## src/adc_pkg.sv

```systemverilog
// constants, register map and state types of the converter control block
// assumes a single aclk domain and an AXI4-Lite master with 32-bit data
package adc_pkg;
	// register byte offsets, one aligned word each
	localparam int AXI_AW = 5;
	localparam logic [4:0] OFS_SC1 = 5'h00;
	localparam logic [4:0] OFS_SC2 = 5'h04;
	localparam logic [4:0] OFS_CFG = 5'h08;
	localparam logic [4:0] OFS_CVH = 5'h0c;
	localparam logic [4:0] OFS_CVL = 5'h10;
	localparam logic [4:0] OFS_RH  = 5'h14;
	localparam logic [4:0] OFS_RL  = 5'h18;
	localparam logic [4:0] OFS_PD  = 5'h1c;

	// field positions of status_control_first
	localparam int SC1_FLAG = 7;
	localparam int SC1_IRQ  = 6;
	localparam int SC1_CONT = 5;
	localparam int SC1_CH   = 0;
	// field positions of status_control_second
	localparam int SC2_ACT  = 7;
	localparam int SC2_HWT  = 6;
	localparam int SC2_CMPE = 5;
	localparam int SC2_CMPG = 4;
	// field positions of converter_configuration
	localparam int CFG_DIV  = 5;
	localparam int CFG_LSMP = 4;
	localparam int CFG_MODE = 2;
	localparam int CFG_CLK  = 0;

	// reset values and the channel-off code
	localparam logic [4:0] CH_RESET  = 5'h1f;
	localparam logic [7:0] REG_RESET = 8'h00;
	localparam logic [4:0] CH_OFF    = 5'h1f;

	// conversion mode, clock source encodings
	localparam logic [1:0] MODE_8    = 2'h0;
	localparam logic [1:0] MODE_12   = 2'h1;
	localparam logic [1:0] MODE_10   = 2'h2;
	localparam logic [1:0] CLK_BUS   = 2'h0;
	localparam logic [1:0] CLK_HALF  = 2'h1;
	localparam logic [1:0] CLK_ALT   = 2'h2;
	localparam logic [1:0] CLK_ASYNC = 2'h3;

	// sample phase length in converter clock cycles, rounded up
	localparam logic [4:0] SHORT_SAMPLE = 5'h04;
	localparam logic [4:0] LONG_SAMPLE  = 5'h18;

	localparam logic [1:0] RESP_OKAY   = 2'h0;
	localparam logic [1:0] RESP_DECERR = 2'h3;

	typedef enum logic [1:0] {ST_IDLE, ST_SAMPLE, ST_CONVERT} conv_state_t;

	typedef struct packed {
		logic [4:0]  channel;
		logic        irq_en;
		logic        cont_en;
		logic        flag;
		logic        hw_sel;
		logic        cmp_en;
		logic        cmp_gt;
		logic [7:0]  cfg;
		logic [7:0]  cvh;
		logic [7:0]  cvl;
		logic [7:0]  res_h;
		logic [7:0]  res_l;
		logic [7:0]  pin_dis;
		logic        block;
		conv_state_t state;
		logic [11:0] code;
		logic [3:0]  idx;
		logic [4:0]  smp_cnt;
		logic [2:0]  div_cnt;
		logic        half;
		logic        alt_prev;
		logic        async_prev;
		logic        hw_prev;
		logic        irq;
		logic        active;
		logic        async_en;
		logic        sample_en;
	} core_t;
endpackage : adc_pkg

```

## src/adc_conversion_control.sv

```systemverilog
// successive-approximation converter control with an AXI4-Lite register file
// assumes analog comparator, pads and port logic outside, all on aclk
`timescale 1ns/1ps
module adc_conversion_control (
	input  wire logic                      aclk,
	input  wire logic                      aresetn,
	input  wire logic [adc_pkg::AXI_AW-1:0] awaddr,
	input  wire logic                      awvalid,
	output logic                           awready,
	input  wire logic [31:0]               wdata,
	input  wire logic [3:0]                wstrb,
	input  wire logic                      wvalid,
	output logic                           wready,
	output logic [1:0]                     bresp,
	output logic                           bvalid,
	input  wire logic                      bready,
	input  wire logic [adc_pkg::AXI_AW-1:0] araddr,
	input  wire logic                      arvalid,
	output logic                           arready,
	output logic [31:0]                    rdata,
	output logic [1:0]                     rresp,
	output logic                           rvalid,
	input  wire logic                      rready,
	input  wire logic                      alternate_clock,
	input  wire logic                      async_conversion_clock,
	input  wire logic                      hw_trigger_input,
	input  wire logic                      comparator_above,
	output logic                           converter_active,
	output logic                           sample_enable,
	output logic                           async_clock_enable,
	output logic [11:0]                    dac_code,
	output logic [4:0]                     selected_channel,
	output logic                           conversion_irq,
	input  wire logic [7:0]                port_oe_n,
	input  wire logic [7:0]                port_pullup,
	input  wire logic [7:0]                pad_in,
	output logic [7:0]                     pad_oe_n,
	output logic [7:0]                     pad_pullup,
	output logic [7:0]                     pad_input_en,
	output logic [7:0]                     port_read
);
	adc_pkg::core_t r;
	adc_pkg::core_t next_r;

	// bus-side state
	logic                      aw_full, next_aw_full;
	logic                      w_full, next_w_full;
	logic [adc_pkg::AXI_AW-1:0] aw_addr, next_aw_addr;
	logic [7:0]                w_byte, next_w_byte;
	logic                      w_lane, next_w_lane;
	logic                      next_awready, next_wready, next_bvalid;
	logic                      next_arready, next_rvalid;
	logic [1:0]                next_bresp, next_rresp;
	logic [31:0]               next_rdata;
	logic [7:0]                rd_val;
	logic                      rd_hit;

	// decoded controls
	logic       wr_go, wr_en, rd_go, wr_sc1, wr_abort;
	logic       rd_rh, rd_rl, hw_edge, sw_start, hw_start;
	logic [1:0] mode, clk_sel, div_sel;
	logic [2:0] div_max;
	logic [3:0] low_idx;
	logic [4:0] smp_len;
	logic       src_tick, adck_tick, done, xfer, discard, cmp_stop;
	logic       cmp_true;
	logic [11:0] fc, res, cv, val;
	logic [8:0]  sum8;
	logic [10:0] sum10;

	// field decode of configuration and bus strobes
	assign mode     = r.cfg[adc_pkg::CFG_MODE +: 2];
	assign clk_sel  = r.cfg[adc_pkg::CFG_CLK +: 2];
	assign div_sel  = r.cfg[adc_pkg::CFG_DIV +: 2];
	assign div_max  = 3'((4'h1 << div_sel) - 4'h1);
	assign smp_len  = r.cfg[adc_pkg::CFG_LSMP] ? adc_pkg::LONG_SAMPLE - 5'h01
		: adc_pkg::SHORT_SAMPLE - 5'h01;
	// reserved mode code resolves like 8-bit
	assign low_idx  = (mode == adc_pkg::MODE_12 ||
		mode == adc_pkg::MODE_10) ? 4'h0 : 4'h3;
	assign wr_go    = aw_full && w_full && !bvalid;
	assign wr_en    = wr_go && w_lane;
	assign rd_go    = arvalid && arready;
	assign wr_sc1   = wr_en && aw_addr == adc_pkg::OFS_SC1;
	assign wr_abort = wr_en && (aw_addr == adc_pkg::OFS_SC2 ||
		aw_addr == adc_pkg::OFS_CFG || aw_addr == adc_pkg::OFS_CVH ||
		aw_addr == adc_pkg::OFS_CVL);
	assign rd_rh    = rd_go && araddr == adc_pkg::OFS_RH;
	assign rd_rl    = rd_go && araddr == adc_pkg::OFS_RL;
	assign hw_edge  = hw_trigger_input && !r.hw_prev;
	assign sw_start = wr_sc1 && !r.hw_sel &&
		w_byte[adc_pkg::SC1_CH +: 5] != adc_pkg::CH_OFF;
	// busy states and continuous restarts leave no idle slot for an edge
	assign hw_start = r.state == adc_pkg::ST_IDLE && r.hw_sel && hw_edge &&
		r.channel != adc_pkg::CH_OFF && !wr_sc1 && !wr_abort;

	// read data mux; reserved bits read zero
	always_comb begin
		rd_val = 8'h00;
		rd_hit = 1'b1;
		case (araddr)
			adc_pkg::OFS_SC1: begin
				rd_val[adc_pkg::SC1_FLAG] = r.flag;
				rd_val[adc_pkg::SC1_IRQ] = r.irq_en;
				rd_val[adc_pkg::SC1_CONT] = r.cont_en;
				rd_val[adc_pkg::SC1_CH +: 5] = r.channel;
			end
			adc_pkg::OFS_SC2: begin
				rd_val[adc_pkg::SC2_ACT] = r.active;
				rd_val[adc_pkg::SC2_HWT] = r.hw_sel;
				rd_val[adc_pkg::SC2_CMPE] = r.cmp_en;
				rd_val[adc_pkg::SC2_CMPG] = r.cmp_gt;
			end
			adc_pkg::OFS_CFG: rd_val = r.cfg;
			adc_pkg::OFS_CVH: rd_val = r.cvh;
			adc_pkg::OFS_CVL: rd_val = r.cvl;
			adc_pkg::OFS_RH: rd_val = r.res_h;
			adc_pkg::OFS_RL: rd_val = r.res_l;
			adc_pkg::OFS_PD: rd_val = r.pin_dis;
			default: rd_hit = 1'b0;
		endcase
	end

	// bus handshakes: address and data held until both are in
	always_comb begin
		next_aw_addr = aw_addr;
		next_w_byte  = w_byte;
		next_w_lane  = w_lane;
		next_aw_full = aw_full;
		next_w_full  = w_full;
		next_bvalid  = bvalid && !bready;
		next_bresp   = bresp;
		next_rvalid  = rvalid && !rready;
		next_rdata   = rdata;
		next_rresp   = rresp;
		if (awvalid && awready) begin
			next_aw_full = 1'b1;
			next_aw_addr = awaddr;
		end
		if (wvalid && wready) begin
			next_w_full = 1'b1;
			next_w_byte = wdata[7:0];
			next_w_lane = wstrb[0];
		end
		if (wr_go) begin
			next_aw_full = 1'b0;
			next_w_full  = 1'b0;
			next_bvalid  = 1'b1;
			next_bresp   = (aw_addr[1:0] == 2'h0 && aw_addr <= adc_pkg::OFS_PD)
				? adc_pkg::RESP_OKAY : adc_pkg::RESP_DECERR;
		end
		if (rd_go) begin
			next_rvalid = 1'b1;
			next_rdata  = {24'h000000, rd_val};
			next_rresp  = rd_hit ? adc_pkg::RESP_OKAY : adc_pkg::RESP_DECERR;
		end
		next_awready = !next_aw_full;
		next_wready  = !next_w_full;
		next_arready = !next_rvalid;
	end

	always_ff @(posedge aclk) begin
		if (!aresetn) begin
			aw_full <= 1'b0;
			w_full  <= 1'b0;
			aw_addr <= '0;
			w_byte  <= 8'h00;
			w_lane  <= 1'b0;
			awready <= 1'b0;
			wready  <= 1'b0;
			bvalid  <= 1'b0;
			bresp   <= adc_pkg::RESP_OKAY;
			arready <= 1'b0;
			rvalid  <= 1'b0;
			rdata   <= 32'h00000000;
			rresp   <= adc_pkg::RESP_OKAY;
		end else begin
			aw_full <= next_aw_full;
			w_full  <= next_w_full;
			aw_addr <= next_aw_addr;
			w_byte  <= next_w_byte;
			w_lane  <= next_w_lane;
			awready <= next_awready;
			wready  <= next_wready;
			bvalid  <= next_bvalid;
			bresp   <= next_bresp;
			arready <= next_arready;
			rvalid  <= next_rvalid;
			rdata   <= next_rdata;
			rresp   <= next_rresp;
		end
	end

	// resolved code, rounding and compare of the bit being decided now
	always_comb begin
		fc = r.code;
		if (!comparator_above)
			fc[r.idx] = 1'b0;
		sum8  = {1'b0, fc[11:4]} + 9'(fc[3]);
		sum10 = {1'b0, fc[11:2]} + 11'(fc[1]);
		case (mode)
			adc_pkg::MODE_12: begin
				res = fc;
				cv  = {r.cvh[3:0], r.cvl};
			end
			adc_pkg::MODE_10: begin
				res = {2'h0, sum10[10] ? 10'h3ff : sum10[9:0]};
				cv  = {2'h0, r.cvh[1:0], r.cvl};
			end
			default: begin // reserved code behaves as 8-bit
				res = {4'h0, sum8[8] ? 8'hff : sum8[7:0]};
				cv  = {4'h0, r.cvl};
			end
		endcase
		cmp_true = r.cmp_gt ? (res >= cv) : (res < cv);
		val = r.cmp_en ? 12'(res - cv) : res;
	end

	// registers and conversion sequencer
	always_comb begin
		next_r = r;
		next_r.hw_prev    = hw_trigger_input;
		next_r.alt_prev   = alternate_clock;
		next_r.async_prev = async_conversion_clock;
		next_r.half       = !r.half;
		done = 1'b0;
		xfer = 1'b0;
		discard = 1'b0;
		cmp_stop = 1'b0;
		adck_tick = 1'b0;
		case (clk_sel)
			adc_pkg::CLK_BUS: src_tick = 1'b1;
			adc_pkg::CLK_HALF: src_tick = r.half;
			adc_pkg::CLK_ALT: src_tick = alternate_clock && !r.alt_prev;
			default: src_tick = async_conversion_clock && !r.async_prev;
		endcase
		// divider only counts while sampling or converting
		if (r.state != adc_pkg::ST_IDLE && src_tick) begin
			if (r.div_cnt == div_max) begin
				adck_tick = 1'b1;
				next_r.div_cnt = 3'h0;
			end else
				next_r.div_cnt = r.div_cnt + 3'h1;
		end
		// read side effects
		if (rd_rh && low_idx == 4'h0)
			next_r.block = 1'b1;
		if (rd_rl) begin
			next_r.block = 1'b0;
			next_r.flag  = 1'b0;
		end
		if (wr_en) begin
			case (aw_addr)
				adc_pkg::OFS_SC1: begin
					next_r.channel = w_byte[adc_pkg::SC1_CH +: 5];
					next_r.irq_en  = w_byte[adc_pkg::SC1_IRQ];
					next_r.cont_en = w_byte[adc_pkg::SC1_CONT];
					next_r.flag    = 1'b0;
				end
				adc_pkg::OFS_SC2: begin
					next_r.hw_sel = w_byte[adc_pkg::SC2_HWT];
					next_r.cmp_en = w_byte[adc_pkg::SC2_CMPE];
					next_r.cmp_gt = w_byte[adc_pkg::SC2_CMPG];
				end
				adc_pkg::OFS_CFG: next_r.cfg = w_byte;
				adc_pkg::OFS_CVH: next_r.cvh = w_byte;
				adc_pkg::OFS_CVL: next_r.cvl = w_byte;
				adc_pkg::OFS_PD: next_r.pin_dis = w_byte;
				default: ;
			endcase
		end
		if (wr_sc1 || wr_abort) begin
			next_r.state = adc_pkg::ST_IDLE;
			next_r.block = 1'b0;
		end else begin
			case (r.state)
				adc_pkg::ST_IDLE: begin
					if (hw_start) begin
						next_r.state   = adc_pkg::ST_SAMPLE;
						next_r.smp_cnt = 5'h00;
						next_r.div_cnt = 3'h0;
					end
				end
				adc_pkg::ST_SAMPLE: begin
					if (adck_tick) begin
						if (r.smp_cnt == smp_len) begin
							next_r.state = adc_pkg::ST_CONVERT;
							next_r.code  = 12'h800;
							next_r.idx   = 4'hb;
						end else
							next_r.smp_cnt = r.smp_cnt + 5'h01;
					end
				end
				adc_pkg::ST_CONVERT: begin
					if (adck_tick) begin
						next_r.code = fc;
						if (r.idx == low_idx)
							done = 1'b1;
						else begin
							next_r.code[r.idx - 4'h1] = 1'b1;
							next_r.idx = r.idx - 4'h1;
						end
					end
				end
				default: next_r.state = adc_pkg::ST_IDLE;
			endcase
			if (done) begin
				next_r.state   = adc_pkg::ST_SAMPLE;
				next_r.smp_cnt = 5'h00;
				if (r.cmp_en && !cmp_true) begin
					cmp_stop = 1'b1;
					if (!r.cont_en)
						next_r.state = adc_pkg::ST_IDLE;
				end else if (r.block)
					discard = 1'b1;
				else begin
					xfer = 1'b1;
					next_r.res_l = val[7:0];
					case (mode)
						adc_pkg::MODE_12: next_r.res_h = {4'h0, val[11:8]};
						adc_pkg::MODE_10: next_r.res_h = {6'h00, val[9:8]};
						default: next_r.res_h = 8'h00;
					endcase
					next_r.flag = 1'b1; // set wins over clear
					if (!r.cont_en)
						next_r.state = adc_pkg::ST_IDLE;
				end
			end
		end
		if (sw_start) begin
			next_r.state   = adc_pkg::ST_SAMPLE;
			next_r.smp_cnt = 5'h00;
			next_r.div_cnt = 3'h0;
		end
		// registered status outputs
		next_r.active    = next_r.state != adc_pkg::ST_IDLE;
		next_r.sample_en = next_r.state == adc_pkg::ST_SAMPLE;
		next_r.async_en  = next_r.active &&
			next_r.cfg[adc_pkg::CFG_CLK +: 2] == adc_pkg::CLK_ASYNC;
		next_r.irq       = next_r.flag && next_r.irq_en;
	end

	always_ff @(posedge aclk) begin
		if (!aresetn) begin
			r         <= '0;
			r.channel <= adc_pkg::CH_RESET;
		end else
			r <= next_r;
	end

	assign converter_active   = r.active;
	assign sample_enable      = r.sample_en;
	assign async_clock_enable = r.async_en;
	assign dac_code           = r.code;
	assign selected_channel   = r.channel;
	assign conversion_irq     = r.irq;

	// pad control per channel, registered
	logic [7:0] next_pad_oe_n, next_pad_pullup, next_pad_input_en;
	logic [7:0] next_port_read;
	for (genvar i = 0; i < 8; i++) begin : g_pin
		assign next_pad_oe_n[i]     = r.pin_dis[i] || port_oe_n[i];
		assign next_pad_pullup[i]   = !r.pin_dis[i] && port_pullup[i];
		assign next_pad_input_en[i] = !r.pin_dis[i];
		assign next_port_read[i]    = !r.pin_dis[i] && pad_in[i];
	end

	always_ff @(posedge aclk) begin
		if (!aresetn) begin
			pad_oe_n     <= 8'hff;
			pad_pullup   <= 8'h00;
			pad_input_en <= 8'h00;
			port_read    <= 8'h00;
		end else begin
			pad_oe_n     <= next_pad_oe_n;
			pad_pullup   <= next_pad_pullup;
			pad_input_en <= next_pad_input_en;
			port_read    <= next_port_read;
		end
	end
endmodule : adc_conversion_control

```

## config.mk

```make
export PLATFORM = sky130hd
export DESIGN_NAME = adc_conversion_control
export DESIGN_NICKNAME = d
export VERILOG_FILES = /design/src/adc_pkg.sv /design/src/adc_conversion_control.sv
export SDC_FILE = /design/constraint.sdc
export NUM_CORES = 1
export LEC_CHECK = 0
export ABC_CLOCK_PERIOD_IN_PS = 9600
export BUFFER_PORTS_ARGS = -buffer_cell sky130_fd_sc_hd__buf_2
export CAP_MARGIN = 20
export CORE_AREA = 3 3 122 124
export DETAILED_ROUTE_END_ITERATION = 8
export DIE_AREA = 0 0 125 127
export GPL_TIMING_DRIVEN = 0
export PLACE_DENSITY = 0.94
export REMOVE_ABC_BUFFERS = 1
export SLEW_MARGIN = 20
export SYNTH_ARGS = -nofsm -noshare
export SYNTH_HDL_FRONTEND = slang
export SYNTH_SLANG_ARGS = --single-unit
export TNS_END_PERCENT = 20
```

## constraint.sdc

```tcl
create_clock -name aclk -period 9.6 [get_ports aclk]
set_input_delay 2.88 -clock aclk [delete_from_list [all_inputs] [get_ports aclk]]
set_output_delay 2.88 -clock aclk [all_outputs]
set_load 0.1 [all_outputs]
```

==> summary.md <==
| Metric | Value |
|---|---|
| Status | completed |
| Area post-placement | around 0.0086 mm^2 |
| FF-to-FF Start | r[16]$_SDFFE_PN0P_ |
| DR WL/cell | 18.7 um |
| Setup total negative slack | 0 ns |
| Initial antenna violation count | 0 |
| Fin. Hold Viols | 0 |
| Sink Count | 153 |
| Die width | about 130 um |
| Ys flop type | dfxtp_1 |
| Largest net degree at the start of global routing | 77 |
| Core area | 0.0139 mm^2 |
| Fraction of registers with async set/reset | 0% |
| Crit end category | flop |
| Flop2flop setup slack | 3.85 ns |
| Worst EP arrival | ~7.8 ns |
| Post-cts resize count | 0 |
| Core Util, Final | 66.6% |
| First-pass GRT wire length | 37300 um |
| Slew HR | around 25% |
| EDFF count, synth | 0 |
| Grt ovf | 0 |
| DIE HEIGHT | 127 um |
| Final Cell Area | 0.00924 mm^2 |
| Post-route ant nets | 0 |
| Io pins | 175 |
| Startpoint Class | input port |
| Initial DRC Count | 1104 |
| Port Buffer Count | 123 |
| Post-route minimum period | 7.49 ns |
| Final net count | approximately 1200 |
| Worst reg2reg endpoint | r[45]$_SDFFE_PN0P_ |
| P_leak | 3.75 nW |
| Hpwl dp | 15000 um |
| Total GRT Usage | 28.5% |
| Clk_lat worst skew | around 0.45 ns |
| Cell taking the most area after synthesis | dfxtp_1 |
| Post-synthesis cell area | 0.00817 mm^2 |
| Initial Utilization | 58.9% |
| Final WL | between 20000 and 25000 um |
| CP max FO | 12 |
| Ys Warns | 0 |
| Seq/Total Area, Yosys | 37.5% |
| Most frequent CP cell | ha_1 |
| Via count | 7864 |
| H-tree depth | 4 |
| Top achievable clock speed | roughly 130 MHz |
| Rows | 43 |
| Final worst path period share | between 70% and 80% |
| Netlist cell types | 78 |
| Hold path start | r[7]$_SDFF_PN0_ |
| Syn avg cell area | 8.47 um^2 |
| Hold Crit Class | reg2reg |
| RSZ-0062 raised after global routing | no |
| TritonCTS buffer count | 17 |
| Maxcap violations | 0 |
| Drt first pass iters | 8 |
| Post-synth top area share | 37.5% |
| Root buffer cell | clkbuf_16 |
| Die ar. | 0.0159 mm^2 |
| Reg2Reg Depth | 17 |
| Peak supply drop | roughly 0.12 mV |
| Clock buffer depth | 2 |
| Slew @ Worst Pin | 1.11 ns |
| Clock Skew | 0.0210 ns |
| Yosys reg bits | 153 |
| Hold buffer count at cts | 0 |
| Clk pin slew, worst setup/hold paths | 0.08 ns |
| Critical path, cell by cell | buf_2 -> nor3_1 -> a21boi_0 -> ha_1 -> ha_1 -> and2_1 -> nand4_1 -> nor3_1 -> a31oi_1 -> a22oi_2 -> ha_1 -> a21oi_1 -> a21oi_1 -> o31ai_2 -> o2111ai_1 -> and3_1 -> nand2b_1 |
| Worst endpoint required time | 9.94 ns |
| Power per cell area | around 160 mW/mm^2 |
| GP Congestion | 0.939 |
| Layout cells sized above 1 | 18.1% |
| Crit path max-delay cell type | a21boi_0 |
| # Post-CTS Setup Buffers | 0 |
| Area contributors post-synth | dfxtp_1, mux2i_1, nor2_1 |
| Crit Path Class | in2reg |
| Mapped Cells | 965 |
| Via-to-Cell Ratio | between 6 and 7 |
| Filler cell count | 967 |
| CP max stage delay | 0.62 ns |
| Synthesis-to-layout area growth | 13.1% |
| Final Setup Violations | 0 |
| N_diodes | 0 |
| Hold EP | r[7]$_SDFF_PN0_ |
| Worst Hold Depth | 1 |
| TritonCTS clock tree | done |
| Max-slew violations | 0 |
| Vias in the first global route | 7476 |
| DRC viols | 0 |
[synth_stat cells (all sizes together) (8+ instances only)]
master and count:
a22oi 26, o21ai 28, inv 24, and3 8, ha 28, nand2b 12, mux2i 47, nand2 99
xnor2 10, nand4bb 8, nand4 15, dfxtp 153, nor3 27, nor2 103, a211oi 10, a31oi 14
clkbuf 36, nand3 28, and2 33, o211ai 10, nor4 8, or3 12, nor2b 9, a21oi 66
xor2 8, buf 52
[report_power, final]
part	total, mW	switching [mW]	internal, mW
Clock	0.678	0.326	0.352
Sequential	0.659	0.0110	0.648
Combinational	0.177	0.150	0.0275
Total	1.51	0.487	1.03
[worst max-delay path: cells and delay by family]
family	cells	cell delay [ns]
compound gates	7	2.62
simple gates	6	1.34
fa+ha+maj	3	0.83
buf+inv	1	0.15
[cell families after synthesis]
| group | after synthesis | share of synthesized area, % |
|---|---|---|
| AO/OA/AOI/OAI | 212 | 17.7 |
| buffers and inverters | 112 | 7.30 |
| flip-flops | 153 | 37.5 |
| adder cells (fa/ha/maj) | 29 | 4.53 |
| multiplexers | 53 | 6.58 |
| other | 1 | 0.0459 |
| XOR/XNOR | 18 | 1.93 |
| AND/OR/NAND/NOR | 387 | 24.4 |
[placed cells by master (no fill, tap or decap), types with 8 or more instances in the layout]
master | netlist | routed
a21oi_1 | 66 | 66
a211oi_1 | 10 | 10
ha_1 | 28 | 28
nor2b_1 | 9 | 9
nor4_1 | 8 | 8
and2_1 | 31 | 31
or3_1 | 12 | 12
nand4bb_1 | 8 | 8
xnor2_1 | 10 | 10
nand2b_1 | 12 | 12
inv_1 | 24 | 23
nand3_1 | 28 | 28
conb_1 | 1 | 24
nand4_1 | 15 | 15
a31oi_1 | 14 | 14
nor2_1 | 102 | 102
clkbuf_16 | 0 | 17
and3_1 | 8 | 8
a22oi_1 | 25 | 25
nand2_1 | 98 | 98
dfxtp_1 | 153 | 153
xor2_1 | 8 | 8
buf_2 | 6 | 124
o21ai_0 | 25 | 23
mux2i_1 | 47 | 47
nor3_1 | 24 | 24
[flip-flops by register name, summed over array words and instances (netlist names), 5 cells and up]
| signal | flops |
|---|---|
| port_read | 8 |
| r | 63 |
| pad_input_en | 8 |
| pad_oe_n | 8 |
| rdata | 8 |
| pad_pullup | 8 |
| selected_channel | 5 |
| dac_code | 12 |
| w_byte | 8 |
| aw_addr | 5 |
[area by class of cell]
cell class                 count  area, um^2  area share [%]
inverter                      24        92.6            1.00
multi-input combinational    723        4600            49.8
clock buffer                  17         425            4.60
tap                          180         225            2.44
timing repair buffer         125         648            7.02
sequential                   153        3060            33.2
clock inverter                15         180            1.95
[how the worst max path moves through the flow]
stage | start | end | slack [ns]
after global routing | comparator_above | r[45]$_SDFFE_PN0P_ | 1.58
after global placement | comparator_above | converter_active$_SDFF_PN0_ | 1.90
final | comparator_above | r[45]$_SDFFE_PN0P_ | 2.11
after CTS | comparator_above | converter_active$_SDFF_PN0_ | 2.27
after detailed placement | comparator_above | r[45]$_SDFFE_PN0P_ | 1.89
after floorplan | comparator_above | converter_active$_SDFF_PN0_ | 2.86
[per-layer routing]
metal,GRT usage (%),part of all wire (%)
met1,35.3,38
met2,46.6,46
met3,6.69,10
met4,14.3,5.2
met5,0,0
[through the flow]
stage | instances | hold slack (ns) | setup WS, ns | total power, mW
detailed placement | 1205 | 0.404 | 1.89 | 0.847
global route | 1237 | 0.421 | 1.58 | 1.54
global placement | 1203 | 0.404 | 1.90 | 0.843
finish | 1237 | 0.417 | 2.11 | 1.51
CTS | 1237 | 0.413 | 2.27 | 1.51
floorplan | 900 | 0.393 | 2.86 | 0.810
Note: power is estimated with default switching activity, not from simulation.
